**src/scb_regs.vh**
```
// Constants for the stream combiner
`ifndef SCB_REGS_VH
`define SCB_REGS_VH

// Port count limits
`define SCB_MIN_PORTS      2
`define SCB_MAX_PORTS      16

// Default configuration
`define SCB_DEF_PORTS      3
`define SCB_DEF_DATA_W     8
`define SCB_DEF_ID_W       1
`define SCB_DEF_DEST_W     1
`define SCB_DEF_USER_W     1
`define SCB_DEF_PRIMARY    0

// Data bits per byte; one strobe and one keep bit per byte
`define SCB_BITS_PER_BYTE  8

// Reset values of the outbound stage
`define SCB_RST_VALID      1'h0
`define SCB_RST_LAST       1'h0
`define SCB_RST_ERR        1'h0

`endif

```
**src/scb_side_cmp.v**
```verilog
// Sideband comparator for one inbound port against the primary port
`timescale 1ns/1ps
module scb_side_cmp #(
    parameter ID_W     = 1,
    parameter DEST_W   = 1,
    parameter HAS_LAST = 1,
    parameter HAS_ID   = 1,
    parameter HAS_DEST = 1
) (
    // Port under test
    input  wire              last_in,
    input  wire [ID_W-1:0]   id_in,
    input  wire [DEST_W-1:0] dest_in,
    // Primary port
    input  wire              ref_last_in,
    input  wire [ID_W-1:0]   ref_id_in,
    input  wire [DEST_W-1:0] ref_dest_in,
    // Result
    output wire              mismatch_out
);
    wire last_diff;
    wire id_diff;
    wire dest_diff;

    // Absent signals never mismatch
    assign last_diff = (HAS_LAST != 0) && (last_in != ref_last_in);
    assign id_diff   = (HAS_ID != 0)   && (id_in != ref_id_in);
    assign dest_diff = (HAS_DEST != 0) && (dest_in != ref_dest_in);

    assign mismatch_out = last_diff | id_diff | dest_diff;
endmodule // scb_side_cmp

```
**src/scb_combiner.v**
```verilog
// Stream combiner: several narrow inbound streams into one wide outbound stream
// Contract
// - Two to sixteen inbound streams, one outbound.
// - Payload, strobes, keeps, user concatenated in index order.
// - Last, id, dest copied from primary input.
// - Outbound valid only when every input valid.
// - Flag disagreeing last, id or dest.
// - Strobe and keep width is data/8.
// - Each signal optional; widths parameterised. Valid and ready are always present here.
// - Low port enable stalls the combined transfer; low outbound enable holds state.
`timescale 1ns/1ps
`include "scb_regs.vh"
module scb_combiner #(
    parameter NUM_IN    = `SCB_DEF_PORTS,
    parameter DATA_W    = `SCB_DEF_DATA_W,
    parameter ID_W      = `SCB_DEF_ID_W,
    parameter DEST_W    = `SCB_DEF_DEST_W,
    parameter USER_W    = `SCB_DEF_USER_W,
    parameter PRIMARY   = `SCB_DEF_PRIMARY,
    parameter HAS_DATA  = 1,
    parameter HAS_STRB  = 1,
    parameter HAS_KEEP  = 1,
    parameter HAS_LAST  = 1,
    parameter HAS_ID    = 1,
    parameter HAS_DEST  = 1,
    parameter HAS_USER  = 1,
    parameter HAS_CE    = 1
) (
    // Clock and reset
    input  wire                          core_clk_in,
    input  wire                          sys_rst_in,
    // Per-port clock enables, bit NUM_IN is the outbound port
    input  wire [NUM_IN:0]               port_clock_enable_in,
    // Inbound streams, port i in slice i
    input  wire [NUM_IN-1:0]             s_tvalid_in,
    output wire [NUM_IN-1:0]             s_tready_out,
    input  wire [NUM_IN*DATA_W-1:0]      s_tdata_in,
    input  wire [NUM_IN*DATA_W/8-1:0]    s_tstrb_in,
    input  wire [NUM_IN*DATA_W/8-1:0]    s_tkeep_in,
    input  wire [NUM_IN-1:0]             s_tlast_in,
    input  wire [NUM_IN*ID_W-1:0]        s_tid_in,
    input  wire [NUM_IN*DEST_W-1:0]      s_tdest_in,
    input  wire [NUM_IN*USER_W-1:0]      s_tuser_in,
    // Outbound stream
    output reg                           m_tvalid_out,
    input  wire                          m_tready_in,
    output reg  [NUM_IN*DATA_W-1:0]      m_tdata_out,
    output reg  [NUM_IN*DATA_W/8-1:0]    m_tstrb_out,
    output reg  [NUM_IN*DATA_W/8-1:0]    m_tkeep_out,
    output reg                           m_tlast_out,
    output reg  [ID_W-1:0]               m_tid_out,
    output reg  [DEST_W-1:0]             m_tdest_out,
    output reg  [NUM_IN*USER_W-1:0]      m_tuser_out,
    // Sideband disagreement
    output reg                           err_out,
    output reg  [NUM_IN-1:0]             err_port_out
);
    localparam BYTES_W = DATA_W / `SCB_BITS_PER_BYTE;
    localparam TOT_D   = NUM_IN * DATA_W;
    localparam TOT_B   = NUM_IN * BYTES_W;
    localparam TOT_U   = NUM_IN * USER_W;

    // Configuration limits; an illegal setting never completes a transfer
    localparam PORTS_OK = (NUM_IN >= `SCB_MIN_PORTS) && (NUM_IN <= `SCB_MAX_PORTS);
    localparam PRIM_OK  = (PRIMARY >= 0) && (PRIMARY < NUM_IN);
    localparam BYTE_OK  = (DATA_W % `SCB_BITS_PER_BYTE) == 0;
    localparam CFG_OK   = PORTS_OK && PRIM_OK && BYTE_OK;
    // Primary index kept inside the port range for the part-selects
    localparam PRIM_IDX = PRIM_OK ? PRIMARY : 0;

    wire              all_valid;
    wire              ce_in_all;
    wire              ce_out;
    wire              out_free;
    wire              accept;
    wire              prim_last;
    wire [ID_W-1:0]   prim_id;
    wire [DEST_W-1:0] prim_dest;
    wire [NUM_IN-1:0] port_mismatch;
    wire              any_mismatch;

    // Beat as it would be offered, absent fields filled in
    wire [TOT_D-1:0]  fmt_data;
    wire [TOT_B-1:0]  fmt_strb;
    wire [TOT_B-1:0]  fmt_keep;
    wire [TOT_U-1:0]  fmt_user;
    wire              fmt_last;
    wire [ID_W-1:0]   fmt_id;
    wire [DEST_W-1:0] fmt_dest;

    // Next values of the outbound registers
    reg               next_valid;
    reg [TOT_D-1:0]   next_data;
    reg [TOT_B-1:0]   next_strb;
    reg [TOT_B-1:0]   next_keep;
    reg [TOT_U-1:0]   next_user;
    reg               next_last;
    reg [ID_W-1:0]    next_id;
    reg [DEST_W-1:0]  next_dest;
    reg               next_err;
    reg [NUM_IN-1:0]  next_err_port;

    // Enables forced high when per-port enables are not configured
    assign ce_in_all = (HAS_CE == 0) ? 1'b1 : &port_clock_enable_in[NUM_IN-1:0];
    assign ce_out    = (HAS_CE == 0) ? 1'b1 : port_clock_enable_in[NUM_IN];

    assign all_valid = &s_tvalid_in;

    // Outbound register may load when empty or being drained
    assign out_free = !m_tvalid_out || m_tready_in;

    // One combined handshake for every port in the same cycle
    assign accept = (CFG_OK != 0) && !sys_rst_in && all_valid && m_tready_in
                    && ce_in_all && ce_out;

    assign s_tready_out = {NUM_IN{accept}};

    // Primary port sidebands
    assign prim_last = s_tlast_in[PRIM_IDX];
    assign prim_id   = s_tid_in[PRIM_IDX*ID_W +: ID_W];
    assign prim_dest = s_tdest_in[PRIM_IDX*DEST_W +: DEST_W];

    genvar gi;
    generate
        for (gi = 0; gi < NUM_IN; gi = gi + 1) begin : g_cmp
            scb_side_cmp #(
                .ID_W     (ID_W),
                .DEST_W   (DEST_W),
                .HAS_LAST (HAS_LAST),
                .HAS_ID   (HAS_ID),
                .HAS_DEST (HAS_DEST)
            ) u_cmp (
                .last_in      (s_tlast_in[gi]),
                .id_in        (s_tid_in[gi*ID_W +: ID_W]),
                .dest_in      (s_tdest_in[gi*DEST_W +: DEST_W]),
                .ref_last_in  (prim_last),
                .ref_id_in    (prim_id),
                .ref_dest_in  (prim_dest),
                .mismatch_out (port_mismatch[gi])
            );
        end
    endgenerate

    assign any_mismatch = |port_mismatch;

    // Absent payload fields read as zero, absent keep as all ones, absent strobe as the keep value
    assign fmt_data = (HAS_DATA != 0) ? s_tdata_in : {TOT_D{1'b0}};
    assign fmt_strb = (HAS_STRB != 0) ? s_tstrb_in : fmt_keep;
    assign fmt_keep = (HAS_KEEP != 0) ? s_tkeep_in : {TOT_B{1'b1}};
    assign fmt_user = (HAS_USER != 0) ? s_tuser_in : {TOT_U{1'b0}};
    assign fmt_last = (HAS_LAST != 0) ? prim_last : 1'b1;
    assign fmt_id   = (HAS_ID != 0) ? prim_id : {ID_W{1'b0}};
    assign fmt_dest = (HAS_DEST != 0) ? prim_dest : {DEST_W{1'b0}};

    // Load or drain the beat; everything holds while the outbound port is disabled
    always @* begin
        next_valid = m_tvalid_out;
        next_data  = m_tdata_out;
        next_strb  = m_tstrb_out;
        next_keep  = m_tkeep_out;
        next_user  = m_tuser_out;
        next_last  = m_tlast_out;
        next_id    = m_tid_out;
        next_dest  = m_tdest_out;
        if (ce_out && out_free) begin
            next_valid = accept;
            if (accept) begin
                next_data = fmt_data;
                next_strb = fmt_strb;
                next_keep = fmt_keep;
                next_user = fmt_user;
                next_last = fmt_last;
                next_id   = fmt_id;
                next_dest = fmt_dest;
            end
        end
    end

    // Mismatch pulse, held while the outbound port is disabled
    always @* begin
        next_err      = err_out;
        next_err_port = err_port_out;
        if (ce_out) begin
            next_err      = accept && any_mismatch;
            next_err_port = accept ? port_mismatch : {NUM_IN{1'b0}};
        end
    end

    // Outbound register stage
    always @(posedge core_clk_in) begin
        if (sys_rst_in) begin
            m_tvalid_out <= `SCB_RST_VALID;
            m_tdata_out  <= {TOT_D{1'b0}};
            m_tstrb_out  <= {TOT_B{1'b0}};
            m_tkeep_out  <= {TOT_B{1'b0}};
            m_tlast_out  <= `SCB_RST_LAST;
            m_tid_out    <= {ID_W{1'b0}};
            m_tdest_out  <= {DEST_W{1'b0}};
            m_tuser_out  <= {TOT_U{1'b0}};
        end else begin
            m_tvalid_out <= next_valid;
            m_tdata_out  <= next_data;
            m_tstrb_out  <= next_strb;
            m_tkeep_out  <= next_keep;
            m_tlast_out  <= next_last;
            m_tid_out    <= next_id;
            m_tdest_out  <= next_dest;
            m_tuser_out  <= next_user;
        end
    end

    // One pulse per combined transfer that disagrees
    always @(posedge core_clk_in) begin
        if (sys_rst_in) begin
            err_out      <= `SCB_RST_ERR;
            err_port_out <= {NUM_IN{1'b0}};
        end else begin
            err_out      <= next_err;
            err_port_out <= next_err_port;
        end
    end
endmodule // scb_combiner

```
**config.mk**
```make
export PLATFORM = sky130hd
export DESIGN_NAME = scb_combiner
export DESIGN_NICKNAME = d
export VERILOG_FILES = /design/src/scb_side_cmp.v /design/src/scb_combiner.v
export VERILOG_INCLUDE_DIRS = /design/src
export SDC_FILE = /design/constraint.sdc
export NUM_CORES = 1
export LEC_CHECK = 0
export BUFFER_PORTS_ARGS = -buffer_cell sky130_fd_sc_hd__buf_4
export CAP_MARGIN = 30
export CELL_PAD_IN_SITES_DETAIL_PLACEMENT = 1
export CELL_PAD_IN_SITES_GLOBAL_PLACEMENT = 1
export CORE_MARGIN = 5
export CORE_UTILIZATION = 29
export DETAILED_ROUTE_END_ITERATION = 10
export GPL_TIMING_DRIVEN = 0
export PLACE_DENSITY_LB_ADDON = 0.1
export RECOVER_POWER = 100
export SYNTH_ARGS = -nofsm -noshare
export SYNTH_HDL_FRONTEND = slang
export SYNTH_HIERARCHICAL = 1
export SYNTH_SLANG_ARGS = --single-unit
```
**constraint.sdc**
```tcl
create_clock -name core_clk_in -period 0.9 [get_ports core_clk_in]
set_input_delay 0.09 -clock core_clk_in [delete_from_list [all_inputs] [get_ports core_clk_in]]
set_output_delay 0.09 -clock core_clk_in [all_outputs]
set_load 0.1 [all_outputs]
```
After elaboration in Yosys (flattened, before gate mapping). Index checks and enable logic that the tools add are counted.

Flip-flop bits (word level): 41. Output and inout bits: 44.

Equality and inequality tests: 6. Mux-type cells: 1. Bitwise operators: 4. Reductions and logical operators: 13.

Operators with widths (number): logical AND 1 bit (6); != test 1 bit (6); AND reduction 3 bit (2); bitwise OR 1 bit (4); 2-to-1 mux 3 bit (1); zero test 1 bit (2); AND reduction 2 bit (1); OR reduction 2 bit (1); logical OR 1 bit (1).

Depth between registers and ports, before layout. Gate-level depths: netlist of run 1.

Word-level depth: 6. Gate-level depth with buffers: 4. Mapped depth without buffers: 4.

Hierarchy. Netlist of run 1, hierarchy kept.

By module, submodules not included: scb_combiner (instances 1, cells each 188, area an instance 1736.7 um2, seq. area each 820.8 um2); scb_side_cmp (instances 3, cells each 4, area an instance 31.3 um2, seq. area each 0.0 um2).

Worst setup path after synthesis of run 1. No wires, ideal clock.

Kind: flip-flop to flip-flop. Start point: register m_tdata_out[9] (netlist name). End point: register m_tdata_out[9]. Library setup time: 0.074 ns. Arrival: 1.289 ns. Path slack: -0.464 ns. Stages on the path, launching flop included: 3. Path buffers: 0. Clock period less this slack: 1.364 ns. Path through: dfxtp_1 > o311ai_0 > o21ai_0.

RTL lines: to (signal assigned) (RTL line scb_combiner.v:193) `m_tdata_out <= {TOT_D{1'b0}};`; to (signal assigned) (RTL line scb_combiner.v:202) `m_tdata_out <= next_data;`; to (decl) (RTL line scb_combiner.v:47) `output reg [NUM_IN*DATA_W-1:0] m_tdata_out,`.

Final worst setup path of run 1.
Start point: input sys_rst_in. End point: output s_tready_out[1].

Cells in the longest elaborated chain, start to end: 5.

Ends and longest elaborated chain: from (decl) (RTL line scb_combiner.v:31) `input wire sys_rst_in,`; zero test 1 bit (RTL line scb_combiner.v:113) `assign accept = (CFG_OK != 0) && !sys_rst_in && all_valid && m_tready_in`; logical AND 1 bit (2 in series) (RTL line scb_combiner.v:113); logical AND 1 bit (2 in series) (RTL line scb_combiner.v:114) `&& ce_in_all && ce_out;`; to (decl) (RTL line scb_combiner.v:36) `output wire [NUM_IN-1:0] s_tready_out,`.

No other way between the ends.

==> results of run 1 <==
==> registers in the layout, summed over array words and instances (netlist names) <==
register	count
m_tkeep_out	3
m_tdata_out	24
m_tlast_out	1
m_tid_out	1
m_tdest_out	1
err_out	1
m_tvalid_out	1
m_tuser_out	3
m_tstrb_out	3
err_port_out	3
==> cells by family (layout without fill, tap and decap cells) <==
kind of cell	count (synthesis)	count (layout)	share of synthesized area [%]
xor gates and xnor gates	9	9	4.306
AOI/OAI and AO/OA	77	77	28.71
and+or+nand+nor	24	25	9.433
buffers and inverters	49	188	12.71
DFF	41	41	44.84
==> cells in the mapped netlist (2+ instances only) <==
cell type	count	area share, %
o311ai_0	6	2.9
a21oi_1	12	3.3
buf_2	3	0.82
dfxtp_1	41	45
nand2_1	2	0.41
nand3_1	4	1.1
buf_6	4	2.5
o311ai_1	19	9.1
inv_1	27	5.5
o31ai_1	11	4.5
o21ai_1	19	5.2
nand4_1	11	3.8
buf_4	4	1.6
clkbuf_1	10	2.1
o21ai_0	6	1.6
and3_1	2	0.68
xnor2_1	9	4.3
a32o_1	3	1.6
==> final timing paths <==
check / startpoint / to / slack (ns)
hold reg to reg: m_tvalid_out / m_tvalid_out / 0.49
hold / removal: s_tstrb_in[2] / m_tstrb_out[2] / 0.03
setup reg to reg: m_tdata_out[12] / m_tdata_out[12] / 0.04
setup / recovery: sys_rst_in / s_tready_out[1] / -0.19
==> cell usage in the layout, fill, tap and decap left out, types with 2 or more instances in the layout <==
master,n
nand2_1,2
nand3_1,2
clkbuf_8,7
a21oi_2,2
o31ai_4,10
buf_2,2
o311ai_0,2
buf_8,6
buf_12,49
xnor2_2,8
o21ai_1,19
o21ai_0,5
o311ai_1,4
buf_6,7
nand3_2,2
inv_1,27
o311ai_2,7
dfxtp_4,40
buf_4,82
a32o_1,3
a21oi_1,10
clkbuf_2,3
nand4_1,11
o311ai_4,12
and3_1,2
==> metal layers <==
metal | track usage [%] | vias to the layer above | part of all wire [%]
li1 | - | 1032 | -
met1 | 21.85 | 1077 | 37
met3 | 5.530 | 23 | 5.3
met4 | 4.060 | 0 | 3.6
met2 | 34.63 | 81 | 54
met5 | 0 | - | 0
==> metrics by stage <==
step	total power [W]	utilization (%)	cells	setup WS [ns]
2_1_floorplan	0.001954	-	200	-0.06941
3_3_place_gp	0.002214	46.03	372	-0.4371
3_5_place_dp	0.002217	46.03	372	-0.4394
4_1_cts	0.003471	61.21	388	-0.1597
5_1_grt	0.003776	69.99	417	-0.2246
6_report	0.003607	69.99	417	-0.1894
==> repair_timing <==
item / 4_1_cts / 5_1_grt
buffers inserted: 5 / 30
pin swaps: 25 / 30
resized for setup: 176 / 61
endpoints found under the setup margin: 61 / 82
cloned: 4 / 0
==> layout make-up <==
| class | instances | area (um2) | share of cell area, % |
|---|---|---|---|
| buffer | 21 | 225.2 | 5.156 |
| clock buffer | 5 | 68.82 | 1.575 |
| tap | 77 | 96.34 | 2.206 |
| sequential | 41 | 972.2 | 22.26 |
| multi-input combinational | 111 | 1280 | 29.30 |
| clock inverter | 2 | 11.26 | 0.2578 |
| timing repair buffer | 132 | 1604 | 36.72 |
| inverter | 28 | 110.1 | 2.521 |
==> worst register-to-register path, cell delays in order, from the launching register on <==
cell and delay [ns]:
dfxtp_4 0.38, buf_4 0.12, o31ai_4 0.05, a21oi_1 0.21
==> power by group <==
part	internal (W)	total [W]	leakage [nW]	switching [W]
logic	0.000316	0.000704	1.33	0.000387
clock network	0.000522	0.00120	0.0377	0.000680
registers	0.00170	0.00170	0.363	0.00000439
total	0.00254	0.00361	1.73	0.00107
==> flow_summary_export.csv, run 1 <==
group,metric,value,unit
drt,wl,8991,um
drt,route.vias.total,2213,
logic_synthesis,ys_warn_count,6,
timing,rsz0062_at_grt,"true",
setup_path,max_stage_delay,0.32,ns
cts,clk_path_buf_depth,2,
floorplan,die_area,0.008001,mm2
cts,htreeDepth,2,
grt,grt_usage,18.98,%
setup_path,cpMostUsedCell,"buf_12",
floorplan,num_io_pins,96,
pwr,power_leakage,1.728,nW
timing,whs,0.03135,ns
cts,cts_root_buf,"clkbuf_8",
drt,post_drt_wl_per_cell,21.56,um
min_path,whs_path_depth,3,
timing,worstMarginPinSlew,0.5158,ns
timing,finalHoldViolCount,0,
logic_synthesis,yosysUniqueCellTypes,25,
logic_synthesis,synthCells,200,
floorplan,rows,29,
grt,antenna_found_initial,0,
setup_path,critPathCaptureType,"primary output",
placed_design,place_area,0.002873,mm2
placed_design,post-dp-hpwl,4578,um
status,outcome,"finished with violations",
grt,grt_max_degree,13,
timing,finalMaxSlewViolations,0,
cts,cts_tree,"yes",
pwr,vdd_drop_max,536.8,uV
drt,drt-pass1-iter-count,4,
floorplan,initial_core_util,29.33,%
cells_and_area,diodes,0,
timing,clock_skew,0,ns
status,violations,"negative setup slack",
timing,finalCriticalPeriod,1.089,ns
logic_synthesis,synth_area_per_cell,9.153,um2
setup_path,r2r_cells,3,
setup_path,startpoint_type,"input pin",
cells_and_area,fin_area,0.004368,mm2
logic_synthesis,ys_seq_elements,41,
logic_synthesis,syn-num-nets,252,
timing,fin_crit_sh,121.0,%
logic_synthesis,synth_edf_count,0,
timing,finalSetupViolCount,76,
setup_path,crit_family,"buffers and inverters",
pwr,power.density,825.9,mW/mm2
setup_path,crit_path_max_fanout,5,
placed_design,io_buffers,95,
min_path,hold_class,"in -> reg",
cts,cts.sinks,41,
setup_path,arrival,1.00,ns
drt,viasPerCell,5.307,
placed_design,place_congestion,0.7354,
grt,grt_overflow_total,0,
cts,clock_latency,0.29,ns
job,max_cap_violations,0,
setup_path,crit_cells,6,
timing,fmax,917.9,MHz
cells_and_area,area_delta_synth_final,138.6,%
drt,ant_nets,0,
cells_and_area,drive_above_1_share,72.65,%
cts,numCtsBuffers,5,
cts,clk_pin_slew,0.08,ns
floorplan,die_w,89.45,um
drt,first_iter_violations,45,
timing,max-slew-margin-rel,65.62,%
logic_synthesis,ys.flop_type,"dfxtp_1",
logic_synthesis,async_reset_ff_share,0,%
grt,grt_pass1_wl,11550,um
timing,setup_ws,-0.1894,ns
timing,fin_tns_setup,-5.488,ns
floorplan,placeableCoreArea,0.006241,mm2
setup_path,cpMaxStageDelayCell,"and4b_2",
cells_and_area,layout.nets,392,
grt,grt_pass1_vias,2200,
logic_synthesis,syn_area,0.001831,mm2
setup_path,cp_num_buf_inv,4,
cts,ctsHoldBuffers,0,
logic_synthesis,synth-seq-area-share,44.84,%
setup_path,crit_path_cell_trace,"buf_8 > and4b_2 > nand3_4 > inv_6 > buf_12 > buf_12",
setup_path,worstPathRequired,0.81,ns
drt,route.detailed.drc,0,
cells_and_area,nFillCells,598,
setup_path,critical_path_class,"in -> out",
floorplan,dieHeight,89.45,um
Note: power is estimated with default switching activity, not from simulation.
==> run 2: changes to the inputs <==
- clock period: 0.9 -> 1 ns (I/O delays scaled with it)
==> run 2 against run 1 <==
  * Clock power up 8%
  * Sequential power down 5%
  * Non-clock buffer count down 29
  * Clock skew unchanged
  * Core utilization down 18 points
  * Flip-flop and latch count unchanged
  * The run still ends with negative setup slack left
  * Register-to-register slack better by 0.20 ns
  * First-iteration DRC count up 73%
  * Clock-buffer cell count up 3
  * Total power down 6.7%
  * Via count down 11%
  * Combinational power down 37%
==> flow_summary_export.csv, run 2 (synthesis gave the netlist of run 1 again) <==
group,metric,value,unit
pwr,power.density,1039,mW/mm2
timing,whs,0.04012,ns
cells_and_area,layout.nets,363,
setup_path,critPathCaptureType,"primary output",
drt,route.vias.total,1962,
floorplan,die_w,89.45,um
cts,clk_path_buf_depth,2,
cts,htreeDepth,2,
pwr,power_leakage,1.386,nW
status,violations,"negative setup slack",
setup_path,critical_path_class,"in -> out",
grt,grt_pass1_vias,1983,
cells_and_area,multi_input_area,865.8,um2
timing,clock_skew,0,ns
pwr,power,0.003366,W
cells_and_area,area_delta_synth_final,76.97,%
timing,finalHoldViolCount,0,
cells_and_area,fin_area,0.003239,mm2
placed_design,place_congestion,0.7060,
drt,ant_nets,0,
floorplan,initial_core_util,29.33,%
job,max_cap_violations,0,
timing,finalMaxSlewViolations,0,
drt,first_iter_violations,78,
cts,cts.sinks,41,
cts,numCtsBuffers,5,
placed_design,io_buffers,95,
timing,setup_ws,-0.05136,ns
cells_and_area,drive_above_1_share,58.65,%
drt,route.detailed.drc,0,
cells_and_area,diodes,0,
cells_and_area,nFillCells,707,
cts,clk_pin_slew,0.08,ns
cells_and_area,register_area,887.1,um2
drt,wl,6444,um
grt,grt_overflow_total,0,
grt,grt_pass1_wl,9880,um
setup_path,crit_path_max_fanout,5,
floorplan,placeableCoreArea,0.006241,mm2
cts,cts_root_buf,"clkbuf_8",
floorplan,dieHeight,89.45,um
floorplan,num_io_pins,96,
cells_and_area,largest_reg_flops,24,
grt,grt_max_degree,13,
timing,rsz0062_at_grt,"true",
floorplan,die_area,0.008001,mm2
cts,cts_tree,"yes",
placed_design,place_area,0.002706,mm2
timing,worstMarginPinSlew,0.5151,ns
drt,drt-pass1-iter-count,4,
placed_design,post-dp-hpwl,4509,um
drt,post_drt_wl_per_cell,16.57,um
cells_and_area,final_common_cell,"buf_4",
cells_and_area,regMostFlops,"m_tdata_out",
floorplan,rows,29,
status,outcome,"finished with violations",
cells_and_area,layout_common_cells,"58 x buf_4, 41 x buf_6, 35 x dfxtp_2",
timing,finalSetupViolCount,3,
cts,ctsHoldBuffers,0,
placed_design,dp_cells,372,
pwr,vdd_drop_max,544.2,uV
timing,fmax,951.2,MHz
grt,grt_usage,15.87,%
timing,max-slew-margin-rel,65.66,%
drt,viasPerCell,5.044,
setup_path,startpoint_type,"input pin",
min_path,hold_class,"in -> reg",
setup_path,worstPathRequired,0.90,ns
cells_and_area,final_cells,389,
setup_path,arrival,0.95,ns
cts,clock_latency,0.29,ns
timing,fin_crit_sh,105.1,%
grt,antenna_found_initial,0,
timing,finalCriticalPeriod,1.051,ns
## run 2: cell types whose count changed in the layout (fill, tap and decap cells not counted), moves of 9 or more
cell / change
dfxtp_2: +34
o31ai_1: +10
buf_6: +34
o311ai_4: -11
dfxtp_4: -34
o31ai_4: -10
o311ai_1: +9
buf_4: -24
buf_12: -45
## run 2: layer usage
metal | routed length, um | global-route usage (%) | vias up | part of all wire (%)
met5 | 0 | 0 | - | 0
met4 | 57 | 4.060 | 0 | 0.88
met3 | 438 | 5.069 | 7 | 6.8
met2 | 3096 | 24.85 | 57 | 48
met1 | 2852 | 21.13 | 937 | 44
li1 | - | - | 961 | -
## run 2: worst paths after layout
check / start / endpoint / slack (ns) / cells past startpoint
max: sys_rst_in / s_tready_out[1] / -0.05 / 6
min: s_tdata_in[18] / m_tdata_out[18] / 0.04 / 3
max reg2reg: err_port_out[2] / err_port_out[2] / 0.24 / 2
min reg2reg: m_tvalid_out / m_tvalid_out / 0.48 / 2
## run 2: what timing repair did
action	in CTS	in global routing
gates resized for setup	60	39
pin swaps	0	1
cloned	0	2
setup buffers	5	2
endpoints found under the setup margin	46	45
## run 2: through the flow
stage	worst slack, ns	TNS [ns]	utilization (%)
2_1_floorplan	-0.03696	-0.1271	-
3_3_place_gp	-0.4366	-11.72	43.36
6_report	-0.05136	-0.1509	51.90
4_1_cts	-0.07118	-0.2171	49.36
5_1_grt	-0.08223	-1.032	51.90
3_5_place_dp	-0.4609	-11.92	43.36
## run 2: worst max-delay path: stages
cell	delay, ns
buf_8	0.09
and4b_2	0.32
nand3_4	0.10
clkinv_4	0.08
buf_6	0.10
buf_12	0.16
## run 2: report_power, final
group	internal, W	total (W)	leakage [nW]	switching [W]
combinational	0.000210	0.000447	0.976	0.000237
sequential	0.00162	0.00162	0.353	0.00000271
clock	0.000714	0.00130	0.0566	0.000586
## run 2: final cells by class
type                    count  share of cell area [%]
plain buffers              21                   4.751
flip-flops and latches     41                   27.39
clock buffers               8                   3.438
well taps                  77                   2.974
repair buffers            103                   31.32
multi-input cells         111                   26.73
inverters                  28                   3.399
